==> src/hw/crist_pkg.sv <==
// Package: register map, layouts and reset state of the reset sequencer.
package crist_pkg;

  // ****************************************
  // Bus encodings
  // ****************************************
  localparam logic [1:0] HT_NONSEQ = 2'h2;
  localparam logic [2:0] HSZ_WORD = 3'h2;
  localparam logic HRESP_OKAY = 1'b0;

  typedef enum logic {
    AB_IDLE = 1'b0,
    AB_DATA = 1'b1
  } crist_ahb_e;

  // ****************************************
  // Register map (byte addresses)
  // ****************************************
  localparam logic [7:0] A_SIMD = 8'h00;
  localparam logic [7:0] A_TSC_LO = 8'h04;
  localparam logic [7:0] A_TSC_HI = 8'h08;
  localparam logic [7:0] A_PERF = 8'h0C;
  localparam logic [7:0] A_EVSEL = 8'h10;
  localparam logic [7:0] A_RANGE = 8'h14;
  localparam logic [7:0] A_LIC = 8'h18;
  localparam logic [7:0] A_FLAGS = 8'h1C;
  localparam logic [7:0] A_PCTL = 8'h20;
  localparam logic [7:0] A_ACC = 8'h24;
  localparam logic [7:0] A_VER = 8'h28;
  localparam logic [7:0] A_FETCH = 8'h2C;
  localparam logic [7:0] A_CS_SEL = 8'h30;
  localparam logic [7:0] A_CS_BASE = 8'h34;
  localparam logic [7:0] A_IP = 8'h38;
  localparam logic [7:0] A_CACHE = 8'h3C;
  localparam logic [7:0] A_DBG_STAT = 8'h70;
  localparam logic [7:0] A_DBG_CTL = 8'h74;
  localparam logic [7:0] A_FPU_CW = 8'h80;
  localparam logic [7:0] A_FPU_SW = 8'h84;
  localparam logic [7:0] A_FPU_TAG = 8'h88;
  localparam logic [7:0] A_FPU_CMD = 8'h8C;
  // Pages of four words, slot taken from address bits 3:2.
  localparam logic [3:0] PG_TBL_BASE = 4'h4;
  localparam logic [3:0] PG_TBL_LIM = 4'h5;
  localparam logic [3:0] PG_DBG_ADDR = 4'h6;
  localparam logic [3:0] PG_MSR = 4'h9;

  // ****************************************
  // Field layouts and reset values
  // ****************************************
  localparam int PERF_EN = 22;
  localparam int FLAGS_UNDEF_W = 10;
  localparam logic [31:0] SIMD_RST = 32'h0000_1F80;
  localparam logic [31:0] FLAGS_RST = 32'h0000_0002;
  localparam logic [31:0] PCTL_CDNW = 32'h6000_0000;
  localparam logic [31:0] PCTL_BIT4 = 32'h0000_0010;
  localparam logic [15:0] CS_SEL_RST = 16'hF000;
  localparam logic [31:0] CS_BASE_RST = 32'hFFFF_0000;
  localparam logic [31:0] IP_RST = 32'h0000_FFF0;
  localparam logic [31:0] FETCH_RST = 32'(CS_BASE_RST + IP_RST);
  localparam logic [15:0] TBL_LIM_RST = 16'hFFFF;
  localparam logic [1:0] TBL_AR_RST = 2'h3;
  localparam logic [31:0] DBG_STAT_RST = 32'hFFFF_0FF0;
  localparam logic [31:0] DBG_CTL_RST = 32'h0000_0400;
  localparam int SEG_SHIFT = 4;
  localparam logic [15:0] FPU_CW_RST = 16'h0040;
  localparam logic [15:0] FPU_CW_INIT = 16'h0340;
  localparam logic [15:0] FPU_SW_RST = 16'h0000;
  localparam logic [15:0] FPU_TAG_RST = 16'h5555;
  localparam logic [15:0] FPU_TAG_EMPTY = 16'hFFFF;

  // ****************************************
  // Carriers and state
  // ****************************************
  typedef struct packed {
    logic wr;
    logic rd;
    logic [7:0] addr;
    logic [31:0] wdata;
  } crist_req_s;

  typedef struct packed {
    logic [15:0] cw;
    logic [15:0] sw;
    logic [15:0] tag;
  } crist_fpu_s;

  typedef struct packed {
    logic boot_pend;
    logic [31:0] simd;
    logic [63:0] tsc;
    logic [31:0] perf;
    logic [31:0] evsel;
    logic [1:0] mem_range;
    logic lic;
    logic [31:0] flags;
    logic [31:0] pctl;
    logic [31:0] acc;
    logic [15:0] cs_sel;
    logic [31:0] cs_base;
    logic [31:0] ip;
    logic [31:0] fetch;
    logic [2:0] cache;
    logic [3:0][31:0] tbl_base;
    logic [3:0][15:0] tbl_lim;
    logic [3:0][1:0] tbl_ar;
    logic [3:0][31:0] dbg_addr;
    logic [31:0] dbg_stat;
    logic [31:0] dbg_ctl;
  } crist_state_s;

  localparam crist_state_s ST_RST = '{
    boot_pend: 1'b1, simd: SIMD_RST, tsc: '0, perf: '0, evsel: '0,
    mem_range: '0, lic: 1'b1, flags: FLAGS_RST, pctl: PCTL_CDNW | PCTL_BIT4,
    acc: '0, cs_sel: CS_SEL_RST, cs_base: CS_BASE_RST, ip: IP_RST,
    fetch: FETCH_RST, cache: '0, tbl_base: '0, tbl_lim: {4{TBL_LIM_RST}},
    tbl_ar: {4{TBL_AR_RST}}, dbg_addr: '0, dbg_stat: DBG_STAT_RST,
    dbg_ctl: DBG_CTL_RST};

endpackage

==> src/hw/crist_top.sv <==
// Reset and soft-init architectural state sequencer with AHB-Lite access.
`timescale 1ns/10ps

// Summary of operation
// - Hardware reset loads SIMD control/status with 1F80; soft init keeps it.
// - Hardware reset zeroes time-stamp, perf counter, event select; soft init keeps them.
// - Hardware reset disables fixed and variable range registers; soft init keeps them.
// - Hardware reset enables local interrupt controller; soft init keeps its enable.
// - Top 10 flag bits are undefined after reset; nobody relies on them.
// - Passing self-test leaves accumulator zero; soft init never runs self-test.
// - Version register holds stepping, model, family, type, extended model and family.
// - First fetch after hardware reset is FFFFFFF0, 16 bytes below top.
// - Hardware reset sets code selector F000, base FFFF0000, pointer FFF0.
// - Any bus write of the code selector forms base as selector shifted left 4.
// - Reinitialize empties tags, clears masks, zeroes stack top, nearest, 64-bit.
// - Soft init leaves floating-point state unchanged.
module crist_top #(
  parameter logic [3:0] STEPPING = 4'h1,
  parameter logic [3:0] MODEL = 4'h2,
  parameter logic [3:0] FAMILY = 4'h3,
  parameter logic [1:0] PROC_TYPE = 2'h1,
  parameter logic [3:0] EXT_MODEL = 4'h4,
  parameter logic [7:0] EXT_FAMILY = 8'h05,
  parameter logic [31:0] BUILT_IN_SELF_TEST_RUN_FAIL_CODE = 32'h0000_0001
) (
  input wire logic hclk,
  input wire logic hresetn,
  input wire logic hsel,
  input wire logic [31:0] haddr,
  input wire logic [1:0] htrans,
  input wire logic hwrite,
  input wire logic [2:0] hsize,
  input wire logic [31:0] hwdata,
  input wire logic hready,
  output logic hreadyout,
  output logic hresp,
  output logic [31:0] hrdata,
  input wire logic soft_init,
  input wire logic built_in_self_test_run,
  input wire logic self_test_pass,
  input wire logic fpu_reinit_op,
  input wire logic perf_event,
  output logic [31:0] fetch_addr,
  output logic lic_enable,
  output logic [1:0] mem_range_enable,
  output logic [2:0] cache_valid
);
  import crist_pkg::*;

  // ****************************************
  // Elaboration checks
  // ****************************************
  // A zero failure code would hide a failed self-test.
  if (BUILT_IN_SELF_TEST_RUN_FAIL_CODE == 32'h0) begin : g_chk_fail
    $error("BUILT_IN_SELF_TEST_RUN_FAIL_CODE must be nonzero");
  end

  // ****************************************
  // Declarations
  // ****************************************
  crist_state_s st_ff;
  crist_state_s nxt_st;
  crist_state_s init_st;
  crist_req_s req;
  crist_fpu_s fpu;
  logic [31:0] rdata;
  logic fpu_reinit;
  logic [31:0] version_reg;
  // Model registers without a defined reset value.
  logic [31:0] msr_mem [4];

  function automatic logic [3:0] page(input logic [7:0] addr);
    page = addr[7:4];
  endfunction

  function automatic logic [1:0] slot(input logic [7:0] addr);
    slot = addr[3:2];
  endfunction

  // ****************************************
  // Bus front end and floating-point words
  // ****************************************
  crist_ahb u_ahb (
    .hclk(hclk),
    .hresetn(hresetn),
    .hsel(hsel),
    .haddr(haddr),
    .htrans(htrans),
    .hwrite(hwrite),
    .hsize(hsize),
    .hwdata(hwdata),
    .hready(hready),
    .hreadyout(hreadyout),
    .hresp(hresp),
    .hrdata(hrdata),
    .req(req),
    .rdata(rdata)
  );

  assign fpu_reinit = fpu_reinit_op || (req.wr && req.addr == A_FPU_CMD);

  crist_fpu u_fpu (
    .hclk(hclk),
    .hresetn(hresetn),
    .reinit(fpu_reinit),
    .fpu(fpu)
  );

  // Identity fields; the default values are arbitrary.
  assign version_reg = {4'h0, EXT_FAMILY, EXT_MODEL, 2'h0, PROC_TYPE, FAMILY, MODEL, STEPPING};

  // ****************************************
  // Soft init image
  // ****************************************
  always_comb begin
    init_st = ST_RST;
    init_st.boot_pend = 1'b0;
    init_st.simd = st_ff.simd;
    init_st.tsc = st_ff.tsc + 64'h1;
    init_st.perf = st_ff.perf;
    init_st.evsel = st_ff.evsel;
    init_st.mem_range = st_ff.mem_range;
    init_st.lic = st_ff.lic;
    // Undefined top bits simply keep their old level.
    init_st.flags[31 -: FLAGS_UNDEF_W] = st_ff.flags[31 -: FLAGS_UNDEF_W];
    init_st.pctl = PCTL_BIT4 | (st_ff.pctl & PCTL_CDNW);
  end

  // ****************************************
  // Next state
  // ****************************************
  always_comb begin
    nxt_st = st_ff;
    nxt_st.boot_pend = 1'b0;
    // Strap levels are read on the first edge after release.
    if (st_ff.boot_pend && built_in_self_test_run) begin
      nxt_st.acc = self_test_pass ? 32'h0 : BUILT_IN_SELF_TEST_RUN_FAIL_CODE;
    end
    nxt_st.tsc = st_ff.tsc + 64'h1;
    if (st_ff.evsel[PERF_EN] && perf_event) begin
      nxt_st.perf = st_ff.perf + 32'h1;
    end
    if (soft_init) begin
      nxt_st = init_st;
    end
    if (req.wr) begin
      case (req.addr)
        A_SIMD: nxt_st.simd = req.wdata;
        A_PERF: nxt_st.perf = req.wdata;
        A_EVSEL: nxt_st.evsel = req.wdata;
        A_RANGE: nxt_st.mem_range = req.wdata[1:0];
        A_LIC: nxt_st.lic = req.wdata[0];
        A_FLAGS: nxt_st.flags = req.wdata;
        A_PCTL: nxt_st.pctl = req.wdata;
        A_CS_SEL: begin
          nxt_st.cs_sel = req.wdata[15:0];
          // Until this load the reset base stands.
          nxt_st.cs_base = 32'({req.wdata[15:0], 4'h0});
        end
        A_IP: nxt_st.ip = req.wdata;
        A_CACHE: nxt_st.cache = req.wdata[2:0];
        A_DBG_STAT: nxt_st.dbg_stat = req.wdata;
        A_DBG_CTL: nxt_st.dbg_ctl = req.wdata;
        default: ;
      endcase
      case (page(req.addr))
        PG_TBL_BASE: nxt_st.tbl_base[slot(req.addr)] = req.wdata;
        PG_TBL_LIM: begin
          nxt_st.tbl_lim[slot(req.addr)] = req.wdata[15:0];
          nxt_st.tbl_ar[slot(req.addr)] = req.wdata[17:16];
        end
        PG_DBG_ADDR: nxt_st.dbg_addr[slot(req.addr)] = req.wdata;
        default: ;
      endcase
    end
    nxt_st.fetch = nxt_st.cs_base + nxt_st.ip;
  end

  // Every field, the first fetch address among them, resets to a constant.
  always_ff @(posedge hclk or negedge hresetn) begin
    if (!hresetn) begin
      st_ff <= ST_RST;
    end else begin
      st_ff <= nxt_st;
    end
  end

  // Neither reset nor soft init touches these.
  always_ff @(posedge hclk) begin
    if (req.wr && page(req.addr) == PG_MSR) begin
      msr_mem[slot(req.addr)] <= req.wdata;
    end
  end

  // ****************************************
  // Read mux
  // ****************************************
  // The counter halves are read separately; a carry between reads is not guarded.
  always_comb begin
    rdata = 32'h0;
    case (req.addr)
      A_SIMD: rdata = st_ff.simd;
      A_TSC_LO: rdata = st_ff.tsc[31:0];
      A_TSC_HI: rdata = st_ff.tsc[63:32];
      A_PERF: rdata = st_ff.perf;
      A_EVSEL: rdata = st_ff.evsel;
      A_RANGE: rdata = {30'h0, st_ff.mem_range};
      A_LIC: rdata = {31'h0, st_ff.lic};
      A_FLAGS: rdata = st_ff.flags;
      A_PCTL: rdata = st_ff.pctl;
      A_ACC: rdata = st_ff.acc;
      A_VER: rdata = version_reg;
      A_FETCH: rdata = st_ff.fetch;
      A_CS_SEL: rdata = {16'h0, st_ff.cs_sel};
      A_CS_BASE: rdata = st_ff.cs_base;
      A_IP: rdata = st_ff.ip;
      A_CACHE: rdata = {29'h0, st_ff.cache};
      A_DBG_STAT: rdata = st_ff.dbg_stat;
      A_DBG_CTL: rdata = st_ff.dbg_ctl;
      A_FPU_CW: rdata = {16'h0, fpu.cw};
      A_FPU_SW: rdata = {16'h0, fpu.sw};
      A_FPU_TAG: rdata = {16'h0, fpu.tag};
      default: ;
    endcase
    case (page(req.addr))
      PG_TBL_BASE: rdata = st_ff.tbl_base[slot(req.addr)];
      PG_TBL_LIM: rdata = {14'h0, st_ff.tbl_ar[slot(req.addr)], st_ff.tbl_lim[slot(req.addr)]};
      PG_DBG_ADDR: rdata = st_ff.dbg_addr[slot(req.addr)];
      PG_MSR: rdata = msr_mem[slot(req.addr)];
      default: ;
    endcase
  end

  // ****************************************
  // Outputs
  // ****************************************
  assign fetch_addr = st_ff.fetch;
  assign lic_enable = st_ff.lic;
  assign mem_range_enable = st_ff.mem_range;
  assign cache_valid = st_ff.cache;
endmodule

==> src/hw/crist_ahb.sv <==
// AHB-Lite slave front end: one wait state on every word transfer.
`timescale 1ns/10ps
module crist_ahb (
  input wire logic hclk,
  input wire logic hresetn,
  input wire logic hsel,
  input wire logic [31:0] haddr,
  input wire logic [1:0] htrans,
  input wire logic hwrite,
  input wire logic [2:0] hsize,
  input wire logic [31:0] hwdata,
  input wire logic hready,
  output logic hreadyout,
  output logic hresp,
  output logic [31:0] hrdata,
  output crist_pkg::crist_req_s req,
  input wire logic [31:0] rdata
);
  import crist_pkg::*;

  typedef struct packed {
    crist_ahb_e fsm;
    logic wr;
    logic [7:0] addr;
    logic rdy;
    logic [31:0] rdata;
  } crist_ahb_s;

  crist_ahb_s st_ff;
  crist_ahb_s nxt_st;
  logic take;

  // Sub-word transfers are ignored; only whole words are served.
  assign take = hsel && hready && htrans == HT_NONSEQ && hsize == HSZ_WORD;

  always_comb begin
    nxt_st = st_ff;
    req.wr = 1'b0;
    req.rd = 1'b0;
    req.addr = st_ff.addr;
    req.wdata = hwdata;
    case (st_ff.fsm)
      AB_IDLE: begin
        if (take) begin
          nxt_st.fsm = AB_DATA;
          nxt_st.wr = hwrite;
          nxt_st.addr = haddr[7:0];
          nxt_st.rdy = 1'b0;
        end
      end
      AB_DATA: begin
        req.wr = st_ff.wr;
        req.rd = !st_ff.wr;
        nxt_st.fsm = AB_IDLE;
        nxt_st.rdy = 1'b1;
        if (!st_ff.wr) begin
          nxt_st.rdata = rdata;
        end
      end
      default: nxt_st.fsm = AB_IDLE;
    endcase
  end

  always_ff @(posedge hclk or negedge hresetn) begin
    if (!hresetn) begin
      st_ff <= '{fsm: AB_IDLE, wr: 1'b0, addr: '0, rdy: 1'b1, rdata: '0};
    end else begin
      st_ff <= nxt_st;
    end
  end

  assign hreadyout = st_ff.rdy;
  assign hrdata = st_ff.rdata;
  assign hresp = HRESP_OKAY;
endmodule

==> src/hw/crist_fpu.sv <==
// Floating-point control, status and tag words with reinitialize.
`timescale 1ns/10ps
module crist_fpu (
  input wire logic hclk,
  input wire logic hresetn,
  input wire logic reinit,
  output crist_pkg::crist_fpu_s fpu
);
  import crist_pkg::*;

  crist_fpu_s st_ff;
  crist_fpu_s nxt_st;

  always_comb begin
    nxt_st = st_ff;
    // Tags empty, masks clear, top of stack 0, nearest and 64-bit.
    if (reinit) begin
      nxt_st.cw = FPU_CW_INIT;
      nxt_st.sw = FPU_SW_RST;
      nxt_st.tag = FPU_TAG_EMPTY;
    end
  end

  // Soft init does not reach this block, so its state survives it.
  always_ff @(posedge hclk or negedge hresetn) begin
    if (!hresetn) begin
      st_ff <= '{cw: FPU_CW_RST, sw: FPU_SW_RST, tag: FPU_TAG_RST};
    end else begin
      st_ff <= nxt_st;
    end
  end

  assign fpu = st_ff;
endmodule

==> config.mk <==
export PLATFORM = sky130hd
export DESIGN_NAME = crist_top
export DESIGN_NICKNAME = d
export VERILOG_FILES = /design/src/hw/crist_pkg.sv /design/src/hw/crist_top.sv /design/src/hw/crist_ahb.sv /design/src/hw/crist_fpu.sv
export SDC_FILE = /design/constraint.sdc
export NUM_CORES = 2
export LEC_CHECK = 0
export ABC_CLOCK_PERIOD_IN_PS = 5900
export BUFFER_PORTS_ARGS = -buffer_cell sky130_fd_sc_hd__buf_2
export CORE_MARGIN = 3
export CORE_UTILIZATION = 40
export CTS_BUF_LIST = sky130_fd_sc_hd__clkbuf_16
export DETAILED_ROUTE_END_ITERATION = 8
export GPL_TIMING_DRIVEN = 0
export HOLD_SLACK_MARGIN = 0.03
export SLEW_MARGIN = 0
export SYNTH_ARGS = -nofsm -noshare
export SYNTH_HDL_FRONTEND = slang
export SYNTH_SLANG_ARGS = --single-unit
==> constraint.sdc <==
create_clock -name hclk -period 5.9 [get_ports hclk]
set_input_delay 0.885 -clock hclk [delete_from_list [all_inputs] [get_ports hclk]]
set_output_delay 0.885 -clock hclk [all_outputs]
set_load 0.005 [all_outputs]
==> reports/metrics.sh <==
DIEAREA_UM2=109000
CP-END-KIND='flop'
CHIPHEIGHT_UM=331
CP_CELL_SEQUENCE='buf_6, or4b_1, nor3_4, clkbuf_2, nand2_1, nand2_1, ha_1, inv_1, fa_1, nor2b_1, o21ai_0, a21o_1, a211o_1, a311o_1, nand2_1, a41o_2, a31oi_2, a311o_1, nand3_1'
ROUTE.DETAILED.VIAS_PER_INST=6.23
SKEW_NS=0.0234
SHARE_OF_SYNTHESIZED_FLIP_FLOPS_WITH_AN_ASYNCHRONOUS_SET_OR_RESET_PCT=85.9
FIN_CRIT_NS=5.74
DRTITER0DRC=5572
FIN_TNS_SETUP_NS=0
GRT_OVERFLOW_TOTAL=0
STARTPOINT='u_ahb.req[34]'
TIMING_WORST_SLEW_PIN_VALUE_NS=1.48
MULTI_INPUT_COMB_AREA_UM2=16800
HP-CLASS='primary input to async pin'
CRITICAL-PATH-TOP-CELL-BY-COUNT='sky130_fd_sc_hd__nand2_1'
POST-SYNTH-TOP-AREA-FRACTION_PCT=36.2
IO_PINS=151
RRSETUPSLACK_NS=0.16
POWER.STATIC_LEAKAGE_uW=0.0197
PATH_CLK_SLEW_NS=0.06
DRIVE_GT1_SHARE_PCT=17.0
VIA_COUNT_OF_THE_FIRST_GLOBAL_ROUTING_PASS=33882
GP_CONGESTION=1.04
YOSYS-TOP-CELLS-AREA='sky130_fd_sc_hd__dfrtp_1, sky130_fd_sc_hd__dfstp_2, sky130_fd_sc_hd__edfxtp_1, sky130_fd_sc_hd__nand2_1, sky130_fd_sc_hd__mux4_2'
CTS-HTREE-LEVELS=3
CTS.HOLD.BUFFERS_ADDED=0
ARRIVAL_NS=6.37
CRITPATHCAPTURE='fetch_addr[30]'
MAX-SLEW-MARGIN-REL_PCT=1.34
FIN_NETS=4407
LAYOUT.CELLS.MOST_COMMON='sky130_fd_sc_hd__nand2_1'
MAX_FREQ_MHz=174
FILLCELLCOUNT=9764
GRT.TOTAL_USAGE_PCT=33.1
CRIT-REG2REG-LAUNCH='u_ahb.req[34]'
WIRE_LENGTH_OF_THE_FIRST_GLOBAL_ROUTING_PASS_MM=256
NETLIST_INSTANCES=4054
ROUTEDWLPERCELL_UM=31.7
YOSYSTOPAREACELL='sky130_fd_sc_hd__dfrtp_1'
DRTANTENNAVIOLNETS=0
PORT_BUFFERS=124
IRDROPWORSTVDD_mV=0.222
CTS_BUFFER_DEPTH=3
ROUTED_VIA_COUNT=35883
CLOCK_LATENCY_NS=0.71
POWER_uW=14300
DRT_FIRST_PASS_ITERS=6
PLACE.DETAILED.INSTANCES=5573
NUMBER_OF_CELL_INSTANCES_ON_THE_WORST_REGISTER_TO_REGISTER_PATH=19
SYNTH_EDF_COUNT=128
TYPE_OF_ORIGIN_OF_THE_CRITICAL_PATH='flop'
CPPEAKSTAGEDELAY_NS=0.81
FINALHOLDVIOLATIONS=0
SYNTH.AVG_CELL_AREA_UM2=10.4
PLACE.DETAILED.HPWL_MM=133
R2R-END='fetch_addr[30]'
MAPPED_AREA_UM2=42100
REMAINING_DRC_ERRORS=0
FINAL_REPORT_SETUP_VIOLATION_COUNT=0
TIMING.CRITICAL_PATH.FANOUT_MAX=10
POST_SYNTH_NUM_CELL_TYPES=81
SYNTH.YOSYS.SEQ_AREA_SHARE_PCT=55.9
RESULT_OF_THE_RUN='finished, final reports clean'
NUMBER_OF_PINS_EXCEEDING_THEIR_MAX_SLEW_LIMIT_IN_THE_FINAL_REPORT=0
CRIT_PATH_TOP_DELAY_CELL='sky130_fd_sc_hd__or4b_1'
SYN_TO_FINAL_GROWTH_PCT=14.1
POWERDENSITY_nW_PER_UM2=298
ROW_COUNT=118
CTS.ROOT.BUFFER_CELL='sky130_fd_sc_hd__clkbuf_16'
SYNTHFLOPTYPE='sky130_fd_sc_hd__dfrtp_1'
TRITONCTS_CLOCK_TREE='built'
CRITPATHREQUIREDTIME_NS=6.53
YOSYS_WARNINGS=0
GRT_ANTENNA_BEFORE_REPAIR=5
FLOORPLAN.DIE.WIDTH_UM=331
TIMING.FINAL.CRIT_SHARE_PCT=97.3
CORE_AREA_UM2=104000
CTS_INSERTED_BUFFERS=99
DETAIL_ROUTE.WIRELENGTH_MM=183
INITIAL_CORE_UTIL_PCT=40.5
FINAL-SEQ-AREA_UM2=23600
WORSTSETUPPATHTYPE='flop to flop'
GRT_SETUP_UNREPAIRED='no'
CTS_SINK_COUNT=908
SYNTH-SEQ-CELLS=908
GRT_START_MAX_NET_PINS=121
FINALNONFILLERCELLS=5763
LAYOUT_COMMON_CELLS='sky130_fd_sc_hd__nand2_1, sky130_fd_sc_hd__dfrtp_1, sky130_fd_sc_hd__o21ai_0'
MAX_CAP_VIOL_COUNT=0
[critical path, delay by kind of cell, from the launching register on]
family / cells / cell delay (ns)
compound gates: 7 / 1.95
fa+ha+maj: 2 / 0.64
buf+inv: 3 / 0.66
flops: 1 / 0.38
simple gates: 7 / 2.02
[state kept, by name, summed over array words and instances, names as in the netlist, 2 cells and up]
signal and count:
st_ff 590, u_ahb.hrdata 32, cache_valid 3, msr_mem 128, init_st 108, mem_range_enable 2
fetch_addr 32, u_ahb.req 8, u_ahb.st_ff 2
[stage by stage]
stage | hold slack (ns) | utilization [%] | worst slack (ns) | cell area (um2)
6_report | 0.119 | 46.2 | 0.161 | 48100
5_1_grt | 0.164 | 46.2 | 0.0799 | 48100
4_1_cts | 0.140 | 46.2 | 0.0479 | 48100
3_5_place_dp | 0.457 | 43.1 | -1.65 | 44900
3_3_place_gp | 0.452 | 42.8 | -13.52 | 44500
2_1_floorplan | 0.439 | - | 1.23 | 42200
[cell families after synthesis]
family | synth area share [%]
AOI/OAI and AO/OA | 12.6
xor gates and xnor gates | 2.66
adders and majority gates | 0.997
buffers and inverters | 4.35
DFF | 55.9
muxes | 7.71
other | 0.00890
and+or+nand+nor | 15.8
[synthesized netlist by cell type (all sizes together), types with 7 or more instances]
library cell	instances
nand3	167
mux4	114
a221oi	27
a22o	36
o32a	7
a31oi	11
and3	24
a22oi	153
nor2b	10
and2	13
buf	101
mux2	56
nand2b	11
edfxtp	128
xor2	43
a222oi	22
nand2	946
a21oi	111
xnor2	85
a21o	17
dfrtp	610
nor2	254
and4	9
ha	32
inv	33
clkbuf	277
nand4	74
dfstp	170
o22a	24
o21ai	385
nor3	33
[timing repair]
action | CTS | global route
resized for setup | 8 | 12
setup buffers | 3 | 0
setup endpoints to repair | 16 | 8
[cell type report]
cell class / count / area share, %
Antenna cell: 1 / 0.00520
Buffer: 376 / 3.57
Clock buffer: 100 / 5.20
Clock inverter: 88 / 1.40
Inverter: 33 / 0.265
Multi-Input combinational cell: 2736 / 34.9
Sequential cell: 908 / 49.0
Tap cell: 1380 / 3.59
Timing Repair Buffer: 141 / 2.01
[layer usage]
| layer | part of all wire, % | wire [um] | track usage, % |
|---|---|---|---|
| met1 | 38 | 69700 | 44.2 |
| met2 | 42 | 76600 | 47.1 |
| met3 | 13 | 23800 | 10.8 |
| met4 | 6.8 | 12500 | 19.3 |
| met5 | 0.022 | 40 | 0 |
[worst min path at each step]
stage	from	slack [ns]	endpoint
finish	hresetn	0.12	st_ff[694]
global route	hresetn	0.16	st_ff[730]
CTS	hresetn	0.14	st_ff[694]
detailed placement	init_st[569]	0.46	init_st[569]
global placement	init_st[569]	0.45	init_st[569]
floorplan	init_st[568]	0.44	init_st[568]
[report_power, final]
group	switching [uW]	internal [uW]	total [uW]
clock network	2770	3480	6250
logic	1040	441	1480
registers	147	6470	6620
total	3950	10400	14300
(Power assumes the default switching activity.)
